--- config.mk ---
export PLATFORM = sky130hd
export DESIGN_NAME = asl_regs
export DESIGN_NICKNAME = d
export VERILOG_FILES = /design/src/rtl/asl_pkg.sv /design/src/rtl/asl_loop_mux.sv /design/src/rtl/asl_regs.sv
export VERILOG_INCLUDE_DIRS = /design/src /design/src/rtl
export SDC_FILE = /design/constraint.sdc
export NUM_CORES = 1
export LEC_CHECK = 0
export BUFFER_PORTS_ARGS = -buffer_cell sky130_fd_sc_hd__buf_2
export CORE_UTILIZATION = 41
export CTS_CLUSTER_SIZE = 30
export DETAILED_ROUTE_END_ITERATION = 10
export GPL_ROUTABILITY_DRIVEN = 0
export PLACE_DENSITY = 0.88
export SETUP_SLACK_MARGIN = 0.05
export SLEW_MARGIN = 20
export SYNTH_ARGS = -nofsm -noshare
export SYNTH_HDL_FRONTEND = slang
export SYNTH_HIERARCHICAL = 1
export SYNTH_SLANG_ARGS = --single-unit
--- constraint.sdc ---
create_clock -name sys_clk -period 1.89 [get_ports sys_clk]
set_input_delay 0.189 -clock sys_clk [delete_from_list [all_inputs] [get_ports sys_clk]]
set_output_delay 0.189 -clock sys_clk [all_outputs]
set_load 0.03 [all_outputs]
--- src/rtl/asl_params.svh ---
// register offsets, field positions and reset values of the amplifier status bank
// assumes inclusion by bare name from the design and bench files
`ifndef ASL_PARAMS_SVH
`define ASL_PARAMS_SVH

//----------------------------------------------------------------------
// register indices (printed offsets are not word aligned)
//----------------------------------------------------------------------
`define ASL_IDX_ANALOG_STATUS 8'h4a
`define ASL_IDX_MISC_CONTROL  8'h55
// own registers for interrupt status and mask
`define ASL_IDX_IRQ_STATUS    8'h60
`define ASL_IDX_IRQ_MASK      8'h61

//----------------------------------------------------------------------
// analog status field positions
//----------------------------------------------------------------------
`define ASL_BIT_BAT_LOCKOUT_N 0
`define ASL_BIT_BOOST_OV      1
`define ASL_BIT_OVER_CURRENT  2
`define ASL_BIT_THERMAL       3
`define ASL_BIT_DRV_SHUTDOWN  4
`define ASL_BIT_STAGE_LO      5
`define ASL_BIT_MCLK          9
`define ASL_BIT_PWRUP_RAW     10
`define ASL_BIT_BOOST_ACTIVE  11
`define ASL_BIT_ATTEN_LO      12

// misc control field and reset
`define ASL_BIT_LOOPBACK      0
`define ASL_MISC_RESET        16'h0000
`define ASL_MISC_WMASK        16'h0001

// interrupt events: lockout entry, overvoltage, overcurrent, thermal, shutdown
`define ASL_IRQ_W             5
`define ASL_IRQ_RESET         5'h00

`endif

--- src/rtl/asl_pkg.sv ---
// types shared by the amplifier status bank
// assumes the params header is on the include path
package asl_pkg;
  // ahb data phase bookkeeping
  typedef struct packed {
    logic        pend;   // data phase in progress
    logic        wr;     // pending is a write
    logic [7:0]  idx;    // word index of pending access
  } asl_phase_t;
endpackage : asl_pkg

--- src/rtl/asl_loop_mux.sv ---
// loopback selector between adc decimation output and dac filter input
// assumes both sample streams are synchronous to sys_clk
`timescale 1ns/100ps
`default_nettype none
module asl_loop_mux (
  // control
  input  wire logic        sel,
  // samples
  input  wire logic [23:0] adc_dec_data,
  input  wire logic [23:0] dac_left_data,
  output logic      [23:0] adc_out_data
);
  assign adc_out_data = sel ? dac_left_data : adc_dec_data;
endmodule // asl_loop_mux
`default_nettype wire

--- src/rtl/asl_regs.sv ---
// amplifier status and loopback register bank on an ahb-lite slave
// assumes flag inputs synchronous to sys_clk and a single ahb master
//
// Register access over AHB-Lite was left to the implementer.
`timescale 1ns/100ps
`default_nettype none
`include "asl_params.svh"
module asl_regs (
  // clock and reset
  input  wire logic        sys_clk,
  input  wire logic        rst,
  // ahb-lite slave
  input  wire logic        hsel,
  input  wire logic [31:0] haddr,
  input  wire logic [1:0]  htrans,
  input  wire logic        hwrite,
  input  wire logic [2:0]  hsize,
  input  wire logic        hready,
  input  wire logic [31:0] hwdata,
  output logic      [31:0] hrdata,
  output logic             hreadyout,
  output logic             hresp,
  // status sources
  input  wire logic        battery_lockout_n,
  input  wire logic        boost_overvoltage_flag,
  input  wire logic        over_current_flag,
  input  wire logic        thermal_alarm_flag,
  input  wire logic        driver_shutdown_flag,
  input  wire logic        stage_two_on,
  input  wire logic        stage_three_on,
  input  wire logic        stage_four_on,
  input  wire logic        stage_five_on,
  input  wire logic        master_clock_present,
  input  wire logic        raw_power_up_enable,
  input  wire logic        boost_active,
  input  wire logic        auto_atten_code_b0,
  input  wire logic        auto_atten_code_b1,
  input  wire logic        auto_atten_code_b2,
  // sample path
  input  wire logic [23:0] adc_dec_data,
  input  wire logic [23:0] dac_left_data,
  output logic      [23:0] adc_out_data,
  // control out
  output logic             dac_to_adc_loopback,
  // interrupt
  output logic             irq
);

  //--------------------------------------------------------------------
  // state
  //--------------------------------------------------------------------
  typedef struct packed {
    asl_pkg::asl_phase_t        ph;      // data phase tracking
    logic [15:0]                misc;    // misc control register
    logic [`ASL_IRQ_W-1:0]      ist;     // sticky event bits
    logic [`ASL_IRQ_W-1:0]      imsk;    // interrupt mask
    logic [`ASL_IRQ_W-1:0]      prev;    // event levels last cycle
    logic [31:0]                rdata;   // registered read data
  } asl_state_t;

  asl_state_t st_r;   // registered state
  asl_state_t st_nxt; // next state

  logic [15:0]           status_w;  // live analog status word
  logic [`ASL_IRQ_W-1:0] ev_lvl;    // event levels
  logic [`ASL_IRQ_W-1:0] ev_rise;   // event rising edges
  logic                  addr_ok;   // address phase valid
  logic [31:0]           wmask32;   // misc write mask widened

  // word index from byte address
  function automatic logic [7:0] idx_of(input logic [31:0] a);
    idx_of = a[9:2];
  endfunction

  //--------------------------------------------------------------------
  // live status word
  //--------------------------------------------------------------------
  // status is assembled combinationally and registered at the address phase, so a read sees the level one cycle before its data phase
  always_comb begin
    status_w = 16'h0000;
    status_w[`ASL_BIT_BAT_LOCKOUT_N] = battery_lockout_n;
    status_w[`ASL_BIT_BOOST_OV] = boost_overvoltage_flag;
    status_w[`ASL_BIT_OVER_CURRENT] = over_current_flag;
    status_w[`ASL_BIT_THERMAL] = thermal_alarm_flag;
    status_w[`ASL_BIT_DRV_SHUTDOWN] = driver_shutdown_flag;
    status_w[`ASL_BIT_STAGE_LO +: 4] = {stage_five_on, stage_four_on,
                                        stage_three_on, stage_two_on};
    status_w[`ASL_BIT_MCLK] = master_clock_present;
    status_w[`ASL_BIT_PWRUP_RAW] = raw_power_up_enable;
    status_w[`ASL_BIT_BOOST_ACTIVE] = boost_active;
    status_w[`ASL_BIT_ATTEN_LO +: 3] = {auto_atten_code_b2, auto_atten_code_b1,
                                        auto_atten_code_b0};
  end

  // lockout counts as an event when it goes low
  assign ev_lvl  = {driver_shutdown_flag, thermal_alarm_flag, over_current_flag,
                    boost_overvoltage_flag, ~battery_lockout_n};
  assign ev_rise = ev_lvl & ~st_r.prev;
  assign addr_ok = hsel & hready & htrans[1];
  assign wmask32 = {16'h0000, `ASL_MISC_WMASK};

  //--------------------------------------------------------------------
  // next state
  //--------------------------------------------------------------------
  always_comb begin
    st_nxt = st_r;
    st_nxt.prev = ev_lvl;
    // write data phase completes this cycle
    if (st_r.ph.pend && st_r.ph.wr) begin
      case (st_r.ph.idx)
        `ASL_IDX_MISC_CONTROL: begin
          st_nxt.misc = hwdata[15:0] & wmask32[15:0];
        end
        `ASL_IDX_IRQ_MASK: begin
          st_nxt.imsk = hwdata[`ASL_IRQ_W-1:0];
        end
        `ASL_IDX_IRQ_STATUS: begin
          // write one to clear
          st_nxt.ist = st_r.ist & ~hwdata[`ASL_IRQ_W-1:0];
        end
        default: begin
        end
      endcase
    end
    // set beats clear in the same cycle
    st_nxt.ist = st_nxt.ist | ev_rise;
    // address phase: capture and prepare read data
    st_nxt.ph.pend = addr_ok;
    st_nxt.ph.wr   = hwrite;
    st_nxt.ph.idx  = idx_of(haddr);
    st_nxt.rdata   = 32'h0000_0000;
    if (addr_ok && !hwrite) begin
      case (idx_of(haddr))
        `ASL_IDX_ANALOG_STATUS: st_nxt.rdata = {16'h0000, status_w};
        `ASL_IDX_MISC_CONTROL:  st_nxt.rdata = {16'h0000, st_r.misc};
        `ASL_IDX_IRQ_STATUS:    st_nxt.rdata = {27'h0000000, st_nxt.ist};
        `ASL_IDX_IRQ_MASK:      st_nxt.rdata = {27'h0000000, st_r.imsk};
        default:                st_nxt.rdata = 32'h0000_0000;
      endcase
    end
  end

  //--------------------------------------------------------------------
  // registers
  //--------------------------------------------------------------------
  always_ff @(posedge sys_clk) begin
    if (rst) begin
      st_r.ph    <= '0;
      st_r.misc  <= `ASL_MISC_RESET;
      st_r.ist   <= `ASL_IRQ_RESET;
      st_r.imsk  <= `ASL_IRQ_RESET;
      st_r.prev  <= '0;
      st_r.rdata <= 32'h0000_0000;
    end else begin
      st_r <= st_nxt;
    end
  end

  //--------------------------------------------------------------------
  // outputs
  //--------------------------------------------------------------------
  assign hrdata    = st_r.rdata;
  assign hreadyout = 1'b1;
  assign hresp     = 1'b0;
  assign irq       = |(st_r.ist & st_r.imsk);
  assign dac_to_adc_loopback = st_r.misc[`ASL_BIT_LOOPBACK];

  asl_loop_mux u_loop (
    .sel           (dac_to_adc_loopback),
    .adc_dec_data  (adc_dec_data),
    .dac_left_data (dac_left_data),
    .adc_out_data  (adc_out_data)
  );

  //--------------------------------------------------------------------
  // assertions: status read-back
  //--------------------------------------------------------------------
  // a status read returns the levels seen at its address phase, so each
  // check holds the data phase against the sources one cycle back
  // lockout bit low
  AST_LOCKOUT_READ: assert property (@(posedge sys_clk) disable iff (rst)
    (addr_ok && !hwrite && idx_of(haddr) == `ASL_IDX_ANALOG_STATUS && !battery_lockout_n)
      |=> !hrdata[0]) else $error("lockout bit not low");
  AST_OV_READ: assert property (@(posedge sys_clk) disable iff (rst)
    (addr_ok && !hwrite && idx_of(haddr) == `ASL_IDX_ANALOG_STATUS)
      |=> hrdata[1] == $past(boost_overvoltage_flag)) else $error("ov bit wrong");
  AST_OC_READ: assert property (@(posedge sys_clk) disable iff (rst)
    (addr_ok && !hwrite && idx_of(haddr) == `ASL_IDX_ANALOG_STATUS)
      |=> hrdata[2] == $past(over_current_flag)) else $error("oc bit wrong");
  AST_TH_READ: assert property (@(posedge sys_clk) disable iff (rst)
    (addr_ok && !hwrite && idx_of(haddr) == `ASL_IDX_ANALOG_STATUS)
      |=> hrdata[3] == $past(thermal_alarm_flag)) else $error("thermal bit wrong");
  AST_SD_READ: assert property (@(posedge sys_clk) disable iff (rst)
    (addr_ok && !hwrite && idx_of(haddr) == `ASL_IDX_ANALOG_STATUS)
      |=> hrdata[4] == $past(driver_shutdown_flag)) else $error("shutdown bit wrong");
  AST_STAGE_READ: assert property (@(posedge sys_clk) disable iff (rst)
    (addr_ok && !hwrite && idx_of(haddr) == `ASL_IDX_ANALOG_STATUS)
      |=> hrdata[8:5] == $past({stage_five_on, stage_four_on, stage_three_on,
                                 stage_two_on})) else $error("stage bits wrong");
  AST_MCLK_READ: assert property (@(posedge sys_clk) disable iff (rst)
    (addr_ok && !hwrite && idx_of(haddr) == `ASL_IDX_ANALOG_STATUS)
      |=> hrdata[9] == $past(master_clock_present)) else $error("mclk bit wrong");
  AST_BOOST_READ: assert property (@(posedge sys_clk) disable iff (rst)
    (addr_ok && !hwrite && idx_of(haddr) == `ASL_IDX_ANALOG_STATUS)
      |=> hrdata[11:10] == $past({boost_active, raw_power_up_enable}))
    else $error("boost bits wrong");
  AST_ATTEN_READ: assert property (@(posedge sys_clk) disable iff (rst)
    (addr_ok && !hwrite && idx_of(haddr) == `ASL_IDX_ANALOG_STATUS)
      |=> hrdata[15:12] == $past({1'b0, auto_atten_code_b2, auto_atten_code_b1,
                                   auto_atten_code_b0})) else $error("atten bits wrong");

  AST_RSVD_ZERO: assert property (@(posedge sys_clk) disable iff (rst)
    hrdata[31:16] == 16'h0000) else $error("upper read bits set");
  AST_UNMAPPED_READ: assert property (@(posedge sys_clk) disable iff (rst)
    (addr_ok && idx_of(haddr) != `ASL_IDX_ANALOG_STATUS
      && idx_of(haddr) != `ASL_IDX_MISC_CONTROL && idx_of(haddr) != `ASL_IDX_IRQ_STATUS
      && idx_of(haddr) != `ASL_IDX_IRQ_MASK) |=> hrdata == 32'h0000_0000)
    else $error("unmapped read not zero");
  // idle cycles carry zero data, so a stale word never looks like an answer
  AST_IDLE_RDATA: assert property (@(posedge sys_clk) disable iff (rst)
    !addr_ok |=> hrdata == 32'h0000_0000) else $error("read data not zero when idle");
  AST_RO_WRITE: assert property (@(posedge sys_clk) disable iff (rst)
    (st_r.ph.pend && st_r.ph.wr && st_r.ph.idx == `ASL_IDX_ANALOG_STATUS)
      |=> $stable(st_r.misc) && $stable(st_r.imsk)) else $error("status write changed state");
  AST_MISC_RSVD: assert property (@(posedge sys_clk) disable iff (rst)
    st_r.misc[15:1] == 15'h0000) else $error("misc reserved bits set");

  //--------------------------------------------------------------------
  // assertions: loopback control
  //--------------------------------------------------------------------
  // loopback routes dac input
  AST_LOOP_PATH: assert property (@(posedge sys_clk) disable iff (rst)
    dac_to_adc_loopback |-> adc_out_data == dac_left_data) else $error("loopback path");
  AST_LOOP_OFF: assert property (@(posedge sys_clk) disable iff (rst)
    !dac_to_adc_loopback |-> adc_out_data == adc_dec_data) else $error("normal path");
  AST_LOOP_WRITE: assert property (@(posedge sys_clk) disable iff (rst)
    (st_r.ph.pend && st_r.ph.wr && st_r.ph.idx == `ASL_IDX_MISC_CONTROL)
      |=> dac_to_adc_loopback == $past(hwdata[0])) else $error("loop bit not written");
  AST_LOOP_READ: assert property (@(posedge sys_clk) disable iff (rst)
    (addr_ok && !hwrite && idx_of(haddr) == `ASL_IDX_MISC_CONTROL)
      |=> hrdata[0] == $past(dac_to_adc_loopback)) else $error("loop bit read back");

  //--------------------------------------------------------------------
  // assertions: interrupt events and reset
  //--------------------------------------------------------------------
  // set wins: a clear in the same cycle must not swallow a new event,
  // or software would miss a fault that began while it acknowledged
  AST_SET_WINS: assert property (@(posedge sys_clk) disable iff (rst)
    (|ev_rise) |=> (st_r.ist & $past(ev_rise)) == $past(ev_rise))
    else $error("event lost");
  // writing one clears the lockout bit when no new lockout edge arrives
  AST_CLEAR_ONE: assert property (@(posedge sys_clk) disable iff (rst)
    (st_r.ph.pend && st_r.ph.wr && st_r.ph.idx == `ASL_IDX_IRQ_STATUS && hwdata[0]
      && !ev_rise[0]) |=> !st_r.ist[0]) else $error("lockout event not cleared");
  // mask takes the written value
  AST_MASK_WRITE: assert property (@(posedge sys_clk) disable iff (rst)
    (st_r.ph.pend && st_r.ph.wr && st_r.ph.idx == `ASL_IDX_IRQ_MASK)
      |=> st_r.imsk == $past(hwdata[`ASL_IRQ_W-1:0])) else $error("mask not written");
  // an unmasked event raises the line one cycle later
  AST_IRQ_EVENT: assert property (@(posedge sys_clk) disable iff (rst)
    ((|(ev_rise & st_r.imsk)) && !(st_r.ph.pend && st_r.ph.wr
      && st_r.ph.idx == `ASL_IDX_IRQ_MASK)) |=> irq) else $error("irq not raised");
  // reset leaves control, read data and interrupt quiet
  AST_RESET_CLEAN: assert property (@(posedge sys_clk)
    rst |=> !irq && !dac_to_adc_loopback && hrdata == 32'h0000_0000)
    else $error("state after reset");

endmodule // asl_regs
`default_nettype wire

== Yosys cells after proc, flatten, opt, wreduce, memory -nomap -nowiden ==
Index checks and enable logic that the tools add are counted.
Word-level totals
  input port bits: 137
  register bits after elaboration: 58
  output and inout bits: 60
Cells by class
  bitwise gates (word level): 10
  reductions and logical operators: 7
  muxes and demuxes: 5
  eq/ne operators: 7
Operators with widths (count)
  15-bit case mux with 4 select lines: 1
  8-bit by 7-bit == test with 1-bit output (second input constant): 7
  24-bit two-way mux: 1
  5-bit AND: 3
  10-bit two-way mux: 1
  5-bit two-way mux: 2
  5-bit NOT: 2
  5-bit OR: 1
  5-bit OR reduction: 1
  2-bit AND reduction: 2
  1-bit AND: 2
  1-bit logical AND: 2
  1-bit NOT: 2
  2-bit OR reduction: 1
  1-bit zero test: 1

== Longest topological paths before layout ==
Gate-level depths: netlist of run 1.
  depth in word-level cells: 6
  gate-level depth with buffers: 5

== Modules after synthesis ==
Netlist of run 1, hierarchy kept.
Modules (own cells, without submodules)
  asl_regs: area an instance 1870.5 µm², cells each 197, sequential area each 820.8 µm², times used 1
  asl_loop_mux: area an instance 396.6 µm², cells each 27, sequential area each 0.0 µm², times used 1

== Worst setup path before layout of run 1 ==
Ideal clock, no wire load.
  path kind: register -> output
  start: register st_r, in the netlist dac_to_adc_loopback
  end: output port adc_out_data[10]
  path buffers: 2
  cell stages (with the launch flop): 4
  arrival time: 1206 ps
  data required time: 1701 ps
  setup slack: 495 ps
  path through: dfxtp_1 buf_6 buf_12 mux2_4
On the way
  word-level cells in the longest chain between the ends: 1
Ends and longest elaborated chain
  start, declared: RTL line asl_regs.sv:61  | asl_state_t st_r;
  start signal, assigned: RTL line asl_regs.sv:155  | st_r <= st_nxt;
  24-bit two-way mux: RTL line asl_loop_mux.sv:13  | assign adc_out_data = sel ? dac_left_data : adc_dec_data;
  end, declared: RTL line asl_regs.sv:42  | output logic [23:0] adc_out_data,
Every way passes these cells.

== Worst setup path in the final report of run 1 ==
  start: register st_r, in the netlist dac_to_adc_loopback
  end: output port adc_out_data[23]
Same word-level chain as after synthesis.

==> results.md, run 1 <==
- Detail Placement HPWL: 4130 um
- Crit path required time: 1700 ps
- Quantity of I/O buffers inserted on ports: 122
- Number of max-cap violations: 0
- Result of the run: finished clean
- Switching Power: 0.000500 W
- Std-Cell Rows: 26
- Area added between synthesis and finish: 25.8%
- Number of inserted diodes: 0
- Top FF cell, synth: sky130_fd_sc_hd__dfxtp_1
- Number of nets at the end of the flow: 467
- Crit path kind: flop to output port
- Tot GR Track Use: 17.7%
- Cell type with the largest total area after synthesis: sky130_fd_sc_hd__dfxtp_1
- Static leakage: 1.48 nW
- Classification of the worst-slack hold path: input pin to flop
- Arrival time at the worst endpoint: 1410 ps
- Startpoint kind of the worst setup timing path: flop
- Highest attainable clock frequency: 0.624 GHz
- Aggregate negative setup slack: 0 ps
- First-pass GRT wire length: 8190 um
- Share of the clock period used by the worst path: 84.8%
- Die outline width: 76.4 um
- Power per standard cell area: 719 mW/mm2
- Worst hold path stage count: 2
- Post-route non-filler standard cell count: between 400 and 500
- Netlist area before placement: 0.00227 mm2
- Reg power frac: 43.9%
- Clock network latency to the later pin of the worst-skew pair: 290 ps
- Antenna violations before repair: 0
- Worst setup skew after layout: 7.48 ps
- Number of H-tree levels: 2
- Die Span Y: 76.4 um
- RSZ-0062 raised after global routing: false
- Iter 0 DRT Violations: 47
- Initial standard-cell utilization of the core: 43.6%
- Shortest clock period the worst path allows after layout: 1600 ps
- Max IR drop VDD: 0.721 mV
- Endpoints failing hold: 0
- Ranking of synthesized cells by area: sky130_fd_sc_hd__dfxtp_1 36%, sky130_fd_sc_hd__mux2_4 13%, sky130_fd_sc_hd__buf_4 11%, sky130_fd_sc_hd__nor2b_1 3.3%, sky130_fd_sc_hd__and3_1 2.8%
- Routed via count: 1921
- Number of distinct library cells after synthesis: 41
- CTS buffer count: 5
- Core region area: ~0.0052 mm2
- CTS tree: yes
- Filler cell count in the final layout: 463
- Wirelength, routed: 5280 um
- Kind of capture point of the worst setup path: output port
- Post-DR vias/cell: 4.79
- Share of the synthesized area in the top cell type: 36.2%
- Clock sinks: 41
- Part of the Yosys area used for sequential elements: 36.2%
- Fraction of synthesis flops using an asynchronous set or reset pin: 0%
- Synthesized netlist cell count: between 200 and 250
- Ports: ~200
- Share of total power in combinational logic: 16.4%
- Cell-internal power: 0.00155 W
- Clock buffer depth: 2
- Pins Over Slew Limit: 0
- Flip-flop and latch count after synthesis: a little over 40
- Number of cells on the worst reg-to-reg path: 4
- Root Driver: sky130_fd_sc_hd__clkbuf_8
- Die Footprint: 0.00583 mm2
- Total Power: 0.00205 W
- Sum of overflow across all layers after global routing: 0
- Number of enable-type register cells in the synthesized netlist: 0
- Hold buffer count at cts: 0
- Number of warnings printed during yosys synthesis: 6
- Vias in the first global route: between 1500 and 2000
- Final ANT Viol Nets: 0
- Layout cells sized above 1: a little over 50%
- Clock input transition at the sequential cells of the worst setup and hold paths: 80 ps
- Post-detailed-route wirelength per cell: approximately 13 um
- End-of-flow core utilization: a little over half
- Post_cts resized: 0
- Detailed-routing iteration count for the pre-antenna-repair pass: 4
- Switch share: 24.4%
- Mapped Avg Cell Area: 10.1 um2
- Proportion of power drawn by the clock network: 39.7%
- Biggest fanout along the worst timing path: 27
- DR DRC count: 0
- Largest net degree at the start of global routing: 28
- Instance count after placement with tap cells included: 393
- Setup repair bufs after CTS: 0
- Finish-stage setup viols: 0
## worst paths after layout
kind / to / startpoint / slack, ps
worst min register to register: st_r[44]$_SDFF_PP0_ / st_r[44]$_SDFF_PP0_ / 490
worst max register to register: st_r[39]$_SDFFE_PP0P_ / st_r[70]$_SDFF_PP0_ / 470
worst max-delay path: adc_out_data[23] / dac_to_adc_loopback$_SDFFE_PP0P_ / 290
worst min-delay path: st_r[32]$_SDFF_PP0_ / battery_lockout_n / 90
## stage by stage
| step | hold slack [ps] | worst slack [ps] | cell area [um2] |
|---|---|---|---|
| 2_1_floorplan | 261 | 495 | 2330 |
| 3_3_place_gp | 396 | 448 | 2720 |
| 3_5_place_dp | 398 | 454 | 2720 |
| 4_1_cts | 85.9 | 280 | 2850 |
| 5_1_grt | 110 | 233 | 2850 |
| 6_report | 90.4 | 287 | 2850 |
## sequential cells by signal, summed over array words and instances (netlist names)
| name | flops |
|---|---|
| st_r | 25 |
| hrdata | 15 |
| dac_to_adc_loopback | 1 |
## cells by family after synthesis
group	after synthesis	share of synthesized area, %
mux	30	17.9
flops	41	36.2
buf+inv	47	16.2
simple gates	77	21.7
compound gates	27	7.67
other cells	2	0.331
## synthesized netlist by cell type, types with 2 or more instances
cell type	count
sky130_fd_sc_hd__or2b_1	3
sky130_fd_sc_hd__buf_6	4
sky130_fd_sc_hd__nand4_1	9
sky130_fd_sc_hd__dfxtp_1	41
sky130_fd_sc_hd__mux2i_1	6
sky130_fd_sc_hd__mux2_2	4
sky130_fd_sc_hd__a21oi_1	10
sky130_fd_sc_hd__buf_12	2
sky130_fd_sc_hd__and4b_1	3
sky130_fd_sc_hd__nor2_1	12
sky130_fd_sc_hd__nand2_1	11
sky130_fd_sc_hd__o21ai_0	4
sky130_fd_sc_hd__nand2b_1	5
sky130_fd_sc_hd__inv_1	2
sky130_fd_sc_hd__mux2_4	20
sky130_fd_sc_hd__a22oi_1	5
sky130_fd_sc_hd__and3_1	10
sky130_fd_sc_hd__clkbuf_1	4
sky130_fd_sc_hd__nor3b_2	2
sky130_fd_sc_hd__nor2b_1	12
sky130_fd_sc_hd__conb_1	2
sky130_fd_sc_hd__buf_4	34
## layout by cell type (no fill, tap or decap), types with 2 or more instances in the layout
cell / synthesis / routed
sky130_fd_sc_hd__mux2_4: 20 / 20
sky130_fd_sc_hd__or2b_1: 3 / 3
sky130_fd_sc_hd__nor3b_2: 2 / 2
sky130_fd_sc_hd__inv_1: 2 / 2
sky130_fd_sc_hd__buf_4: 34 / 4
sky130_fd_sc_hd__nand4_1: 9 / 9
sky130_fd_sc_hd__a21oi_1: 10 / 10
sky130_fd_sc_hd__buf_2: 1 / 122
sky130_fd_sc_hd__dfxtp_1: 41 / 41
sky130_fd_sc_hd__nand2_1: 11 / 11
sky130_fd_sc_hd__mux2_2: 4 / 4
sky130_fd_sc_hd__bufinv_16: 0 / 2
sky130_fd_sc_hd__mux2i_1: 6 / 6
sky130_fd_sc_hd__nor2b_1: 12 / 12
sky130_fd_sc_hd__conb_1: 2 / 19
sky130_fd_sc_hd__clkbuf_8: 0 / 5
sky130_fd_sc_hd__and4b_1: 3 / 3
sky130_fd_sc_hd__and3_1: 10 / 10
sky130_fd_sc_hd__o21ai_0: 4 / 4
sky130_fd_sc_hd__a22oi_1: 5 / 5
sky130_fd_sc_hd__nand2b_1: 5 / 5
sky130_fd_sc_hd__nor2_1: 12 / 12
## final cells by class
type                            instances  area (um2)  share of cell area [%]
Clock buffer                            5        68.8                    2.41
Clock inverter                          3        65.1                    2.28
Inverter                                2        7.51                   0.263
Multi-Input combinational cell        153        1140                    40.0
Sequential cell                        41         821                    28.8
Tap cell                               70        87.6                    3.07
Timing Repair Buffer                  127         661                    23.2
## routing by layer
| layer | vias to the layer above | GRT usage (%) | wire, um |
|---|---|---|---|
| met5 | - | 0 | 0 |
| met4 | 0 | 7.12 | 89 |
| met3 | 11 | 4.31 | 427 |
| met2 | 107 | 34.1 | 2840 |
| met1 | 866 | 18.1 | 1920 |
| li1 | 937 | - | - |
## power by group through the flow
stage / combinational, W / sequential [W] / clock (W)
2_1_floorplan: 0.000231 / 0.000917 / 0
3_3_place_gp: 0.000327 / 0.000919 / 0
3_5_place_dp: 0.000334 / 0.000920 / 0
4_1_cts: 0.000335 / 0.000901 / 0.000829
5_1_grt: 0.000359 / 0.000904 / 0.000875
6_report: 0.000336 / 0.000901 / 0.000814
## worst max-delay path, stage by stage (launching register included)
cell	delay [ps]
sky130_fd_sc_hd__dfxtp_1	360
sky130_fd_sc_hd__buf_12	220
sky130_fd_sc_hd__mux2_2	360
sky130_fd_sc_hd__buf_2	180
Note: power is estimated with default switching activity, not from simulation.
==> inputs of run 2 (changes only) <==
--- a/config.mk
+++ b/config.mk
@@ -6,12 +6,13 @@
 export SDC_FILE = /design/constraint.sdc
 export NUM_CORES = 1
 export LEC_CHECK = 0
+export ABC_AREA = 1
 export BUFFER_PORTS_ARGS = -buffer_cell sky130_fd_sc_hd__buf_2
-export CORE_UTILIZATION = 41
+export CORE_UTILIZATION = 35
 export CTS_CLUSTER_SIZE = 30
 export DETAILED_ROUTE_END_ITERATION = 10
 export GPL_ROUTABILITY_DRIVEN = 0
-export PLACE_DENSITY = 0.88
+export PLACE_DENSITY = 0.79
 export SETUP_SLACK_MARGIN = 0.05
 export SLEW_MARGIN = 20
 export SYNTH_ARGS = -nofsm -noshare
==> constraint.sdc (replaced) <==
create_clock -name sys_clk -period 1.3 [get_ports sys_clk]
set_input_delay 0.13 -clock sys_clk [delete_from_list [all_inputs] [get_ports sys_clk]]
set_output_delay 0.13 -clock sys_clk [all_outputs]
set_load 0.03 [all_outputs]
==> run 2 against run 1 <==
Compared with the run above:
- the run now ends with setup timing left
- clock skew increased by 4.1 ps
- via count rose by 24%
- final area grew 13%
- critical path depth rose by 2
- routed wire length is 8.4% higher
- register-to-register slack got worse by 350 ps
- die area increased by 20%
- worst setup slack worse by 300 ps
- combinational power up 70%
- critical endpoint is now irq
==> results.md, run 2 <==
- Result of the run: complete, but fails checks (was finished clean)
- Violated checks: setup timing
- Hold slack final: 18.5 ps (was 90.4 ps)
- Startpoint kind of the worst setup timing path: flop (unchanged)
- Layout cells sized above 1: 48.4% (was 50.5%)
- Area added between synthesis and finish: 37.5% (was 25.8%)
- Worst setup skew after layout: 11.6 ps (was 7.48 ps)
- DP Worst Slack: 77.9 ps (was 454 ps)
- Cell-internal power: 0.00191 W (was 0.00155 W)
- Core region area: 0.00639 mm2 (was 0.00520 mm2)
- Proportion of power drawn by the clock network: 31.5% (was 39.7%)
- Number of enable-type register cells in the synthesized netlist: 0 (unchanged)
- Number of inserted diodes: 0 (unchanged)
- Least setup slack across all paths after layout: -11.1 ps (was 287 ps)
- Flop2flop setup slack: 120 ps (was 470 ps)
- Power per standard cell area: 854 mW/mm2 (was 719 mW/mm2)
- Share of the clock period used by the worst path: 101%
- Crit-path cells: nand2_1 -> nand2_1 -> a221oi_2 -> nand2_1 -> buf_6 (was buf_12 -> mux2_2 -> buf_2)
- Top FF cell, synth: sky130_fd_sc_hd__dfxtp_1 (unchanged)
- Tot GR Track Use: 15.6% (was 17.7%)
- Switching Power: 0.000835 W (was 0.000500 W)
- Kind of capture point of the worst setup path: output port (unchanged)
- Reg power frac: 47.6% (was 43.9%)
- Slowest CP cell: sky130_fd_sc_hd__dfxtp_2 (was sky130_fd_sc_hd__dfxtp_1)
- Biggest cell delay along the critical path: 330 ps (was 360 ps)
- Most Frequent Cell on Critical Path: sky130_fd_sc_hd__nand2_1
- Cell with the most instances after synthesis: sky130_fd_sc_hd__nand2_1 (was sky130_fd_sc_hd__dfxtp_1)
- DR DRC count: 0 (unchanged)
- Share of total power in combinational logic: 20.8% (was 16.4%)
- Top library cells by usage in the layout, fill and taps aside: 98 x sky130_fd_sc_hd__buf_2, 84 x sky130_fd_sc_hd__nand2_1, 35 x sky130_fd_sc_hd__dfxtp_1 (was 122 x sky130_fd_sc_hd__buf_2, 41 x sky130_fd_sc_hd__dfxtp_1, 20 x sky130_fd_sc_hd__mux2_4)
- Clock sinks: 41 (unchanged)
- Root Driver: sky130_fd_sc_hd__clkbuf_8 (unchanged)
- Max IR drop VDD: 1.16 mV (was 0.721 mV)
- Cell type with the largest total area after synthesis: sky130_fd_sc_hd__dfxtp_1 (unchanged)
- Synthesized netlist cell count: 329 (was 224)
- Initial standard-cell utilization of the core: 36.6% (was 43.6%)
- Wirelength, routed: 5730 um (was 5280 um)
- Static leakage: 1.65 nW (was 1.48 nW)
- Number of nets at the end of the flow: 580 (was 467)
- Vias in the first global route: 2248 (was 1776)
- Pins Over Slew Limit: 0 (unchanged)
- Iter 0 DRT Violations: 88 (was 47)
- Most common library cell in the layout ignoring fill and taps: sky130_fd_sc_hd__buf_2 (unchanged)
- Netlist area before placement: 0.00234 mm2 (was 0.00227 mm2)
- Crit path kind: flop to output port (unchanged)
- Classification of the worst-slack hold path: input pin to flop (unchanged)
- Routed via count: 2379 (was 1921)
- Detailed-routing iteration count for the pre-antenna-repair pass: 5 (was 4)
- Largest net degree at the start of global routing: 25 (was 28)
- Die outline width: 83.7 um (was 76.4 um)
- Highest attainable clock frequency: 0.763 GHz
- Part of the Yosys area used for sequential elements: 35.1% (was 36.2%)
- Mapped Avg Cell Area: 7.10 um2 (was 10.1 um2)
- Sum of overflow across all layers after global routing: 0 (unchanged)
- CTS tree: yes (unchanged)
- Crit path required time: 1170 ps (was 1700 ps)
- Post-DR vias/cell: 4.57 (was 4.79)
- Biggest fanout along the worst timing path: 2 (was 27)
- Fraction of synthesis flops using an asynchronous set or reset pin: 0% (unchanged)
- Ranking of synthesized cells by area: sky130_fd_sc_hd__dfxtp_1 35%, sky130_fd_sc_hd__nand2_1 16%, sky130_fd_sc_hd__buf_4 11%, sky130_fd_sc_hd__nor3b_2 5.4%, sky130_fd_sc_hd__nor2_1 4.7% (was sky130_fd_sc_hd__dfxtp_1 36%, sky130_fd_sc_hd__mux2_4 13%, sky130_fd_sc_hd__buf_4 11%, sky130_fd_sc_hd__nor2b_1 3.3%, sky130_fd_sc_hd__and3_1 2.8%)
- Ports: 197 (unchanged)
- CTS buffer count: 5 (unchanged)
- Post-detailed-route wirelength per cell: 11.0 um (was 13.2 um)
- Number of warnings printed during yosys synthesis: 6 (unchanged)
- Die Span Y: 83.7 um (was 76.4 um)
- Largest register by flop count: st_r (unchanged)
- Number of distinct library cells after synthesis: 28 (was 41)
- Final ANT Viol Nets: 0 (unchanged)
- Flip-flop count of the largest register, all copies and words added: 25 (unchanged)
- Antenna violations before repair: 0 (unchanged)
- Std-Cell Rows: 29 (was 26)
- Ranking of synthesized cells by instance count: 101 x sky130_fd_sc_hd__nand2_1, 41 x sky130_fd_sc_hd__dfxtp_1, 34 x sky130_fd_sc_hd__buf_4 (was 41 x sky130_fd_sc_hd__dfxtp_1, 34 x sky130_fd_sc_hd__buf_4, 20 x sky130_fd_sc_hd__mux2_4)
- Switch share: 30.4% (was 24.4%)
- Endpoints failing hold: 0 (unchanged)
- Shortest clock period the worst path allows after layout: ~1300 ps
- Share of the synthesized area in the top cell type: 35.1% (was 36.2%)
- Clock input transition at the sequential cells of the worst setup and hold paths: 90 ps (was 80 ps)
- Flip-flop and latch count after synthesis: 41 (unchanged)
- RSZ-0062 raised after global routing: true (was false)
- Finish-stage setup viols: 1 (was 0)
- First-pass GRT wire length: 9110 um (was 8190 um)
- Number of max-cap violations: 0 (unchanged)
- Quantity of I/O buffers inserted on ports: 122 (unchanged)
- Number of H-tree levels: 2 (unchanged)
- Hold buffer count at cts: 0 (unchanged)
- Die Footprint: 0.00700 mm2 (was 0.00583 mm2)
- Detail Placement HPWL: 4170 um (was 4130 um)
- Clock network latency to the later pin of the worst-skew pair: 300 ps (was 290 ps)
- Clock buffer depth: 2 (unchanged)
- Arrival time at the worst endpoint: 1180 ps (was 1410 ps)
-- run 2: cell count changes in the layout (fill, tap and decap cells not counted), sizes merged, moves of 13 or more --
cell / before / now
nand3: 1 / 14
mux2: 24 / 0
nand2: 11 / 114
nor2: 12 / 39
nor2b: 13 / 0
inv: 2 / 33
-- run 2: path summary, 6_finish.rpt --
path	end	cells past startpoint	startpoint
setup / recovery	irq	5	st_r[38]$_SDFFE_PP0P_
hold reg to reg	st_r[43]$_SDFF_PP0_	2	st_r[43]$_SDFF_PP0_
setup reg to reg	hrdata[2]$_SDFF_PP0_	9	st_r[67]$_SDFF_PP0_
hold / removal	st_r[32]$_SDFF_PP0_	2	battery_lockout_n
-- run 2: stage by stage --
step                std cells  utilization (%)  cell area, um2  total power, W  setup TNS, ps
global placement          508             44.1            2820         0.00182              0
detailed placement        508             44.1            2820         0.00182              0
global route              521             50.3            3210         0.00285           -559
finish                    521             50.3            3210         0.00274          -11.1
floorplan                 346                -            2400         0.00168              0
CTS                       518             48.7            3110         0.00272          -10.5
-- run 2: what timing repair did --
| action | 4_1_cts | 5_1_grt |
|---|---|---|
| hold endpoints to repair | 0 | 0 |
| pin swaps | 4 | 8 |
| gates resized for setup | 60 | 26 |
| setup buffers | 2 | 1 |
| gates cloned | 0 | 2 |
| setup endpoints to repair | 25 | 37 |
-- run 2: area by class of cell --
type	instances	area, um2
fillers	588	3170
multi-input cells	231	1190
repair buffers	132	873
flip-flops and latches	41	831
inverters	32	128
well taps	77	96.3
clock buffers	5	68.8
clock inverters	3	25.0
-- run 2: cell families (layout without fill, tap and decap cells) --
logic type             Yosys count  count (layout)  share of synthesized area, %
buffers and inverters           75             172                          20.4
DFF                             41              41                          35.1
AOI/OAI and AO/OA               29              29                          6.86
and+or+nand+nor                182             183                          37.3
other                            2              19                         0.321
-- run 2: power by group through the flow --
| stage | Clock (W) | Sequential [W] | Combinational (W) |
|---|---|---|---|
| after floorplan | 0 | 0.00133 | 0.000346 |
| after global placement | 0 | 0.00133 | 0.000483 |
| after detailed placement | 0 | 0.00133 | 0.000490 |
| after CTS | 0.000865 | 0.00130 | 0.000546 |
| after global routing | 0.000918 | 0.00131 | 0.000619 |
| final | 0.000866 | 0.00131 | 0.000572 |
-- run 2: critical path: cells and delay by family (launching register included) --
family	cells	cell delay (ps)
buffers and inverters	1	150
AOI/OAI and AO/OA	1	190
DFF	1	330
and+or+nand+nor	3	220
-- run 2: per-layer routing --
metal	vias up	GRT usage [%]	share of wire [%]
met3	15	5.04	9.5
li1	1184	-	-
met4	0	4.31	1.7
met2	129	30.5	51
met5	-	0	0
met1	1051	15.4	37
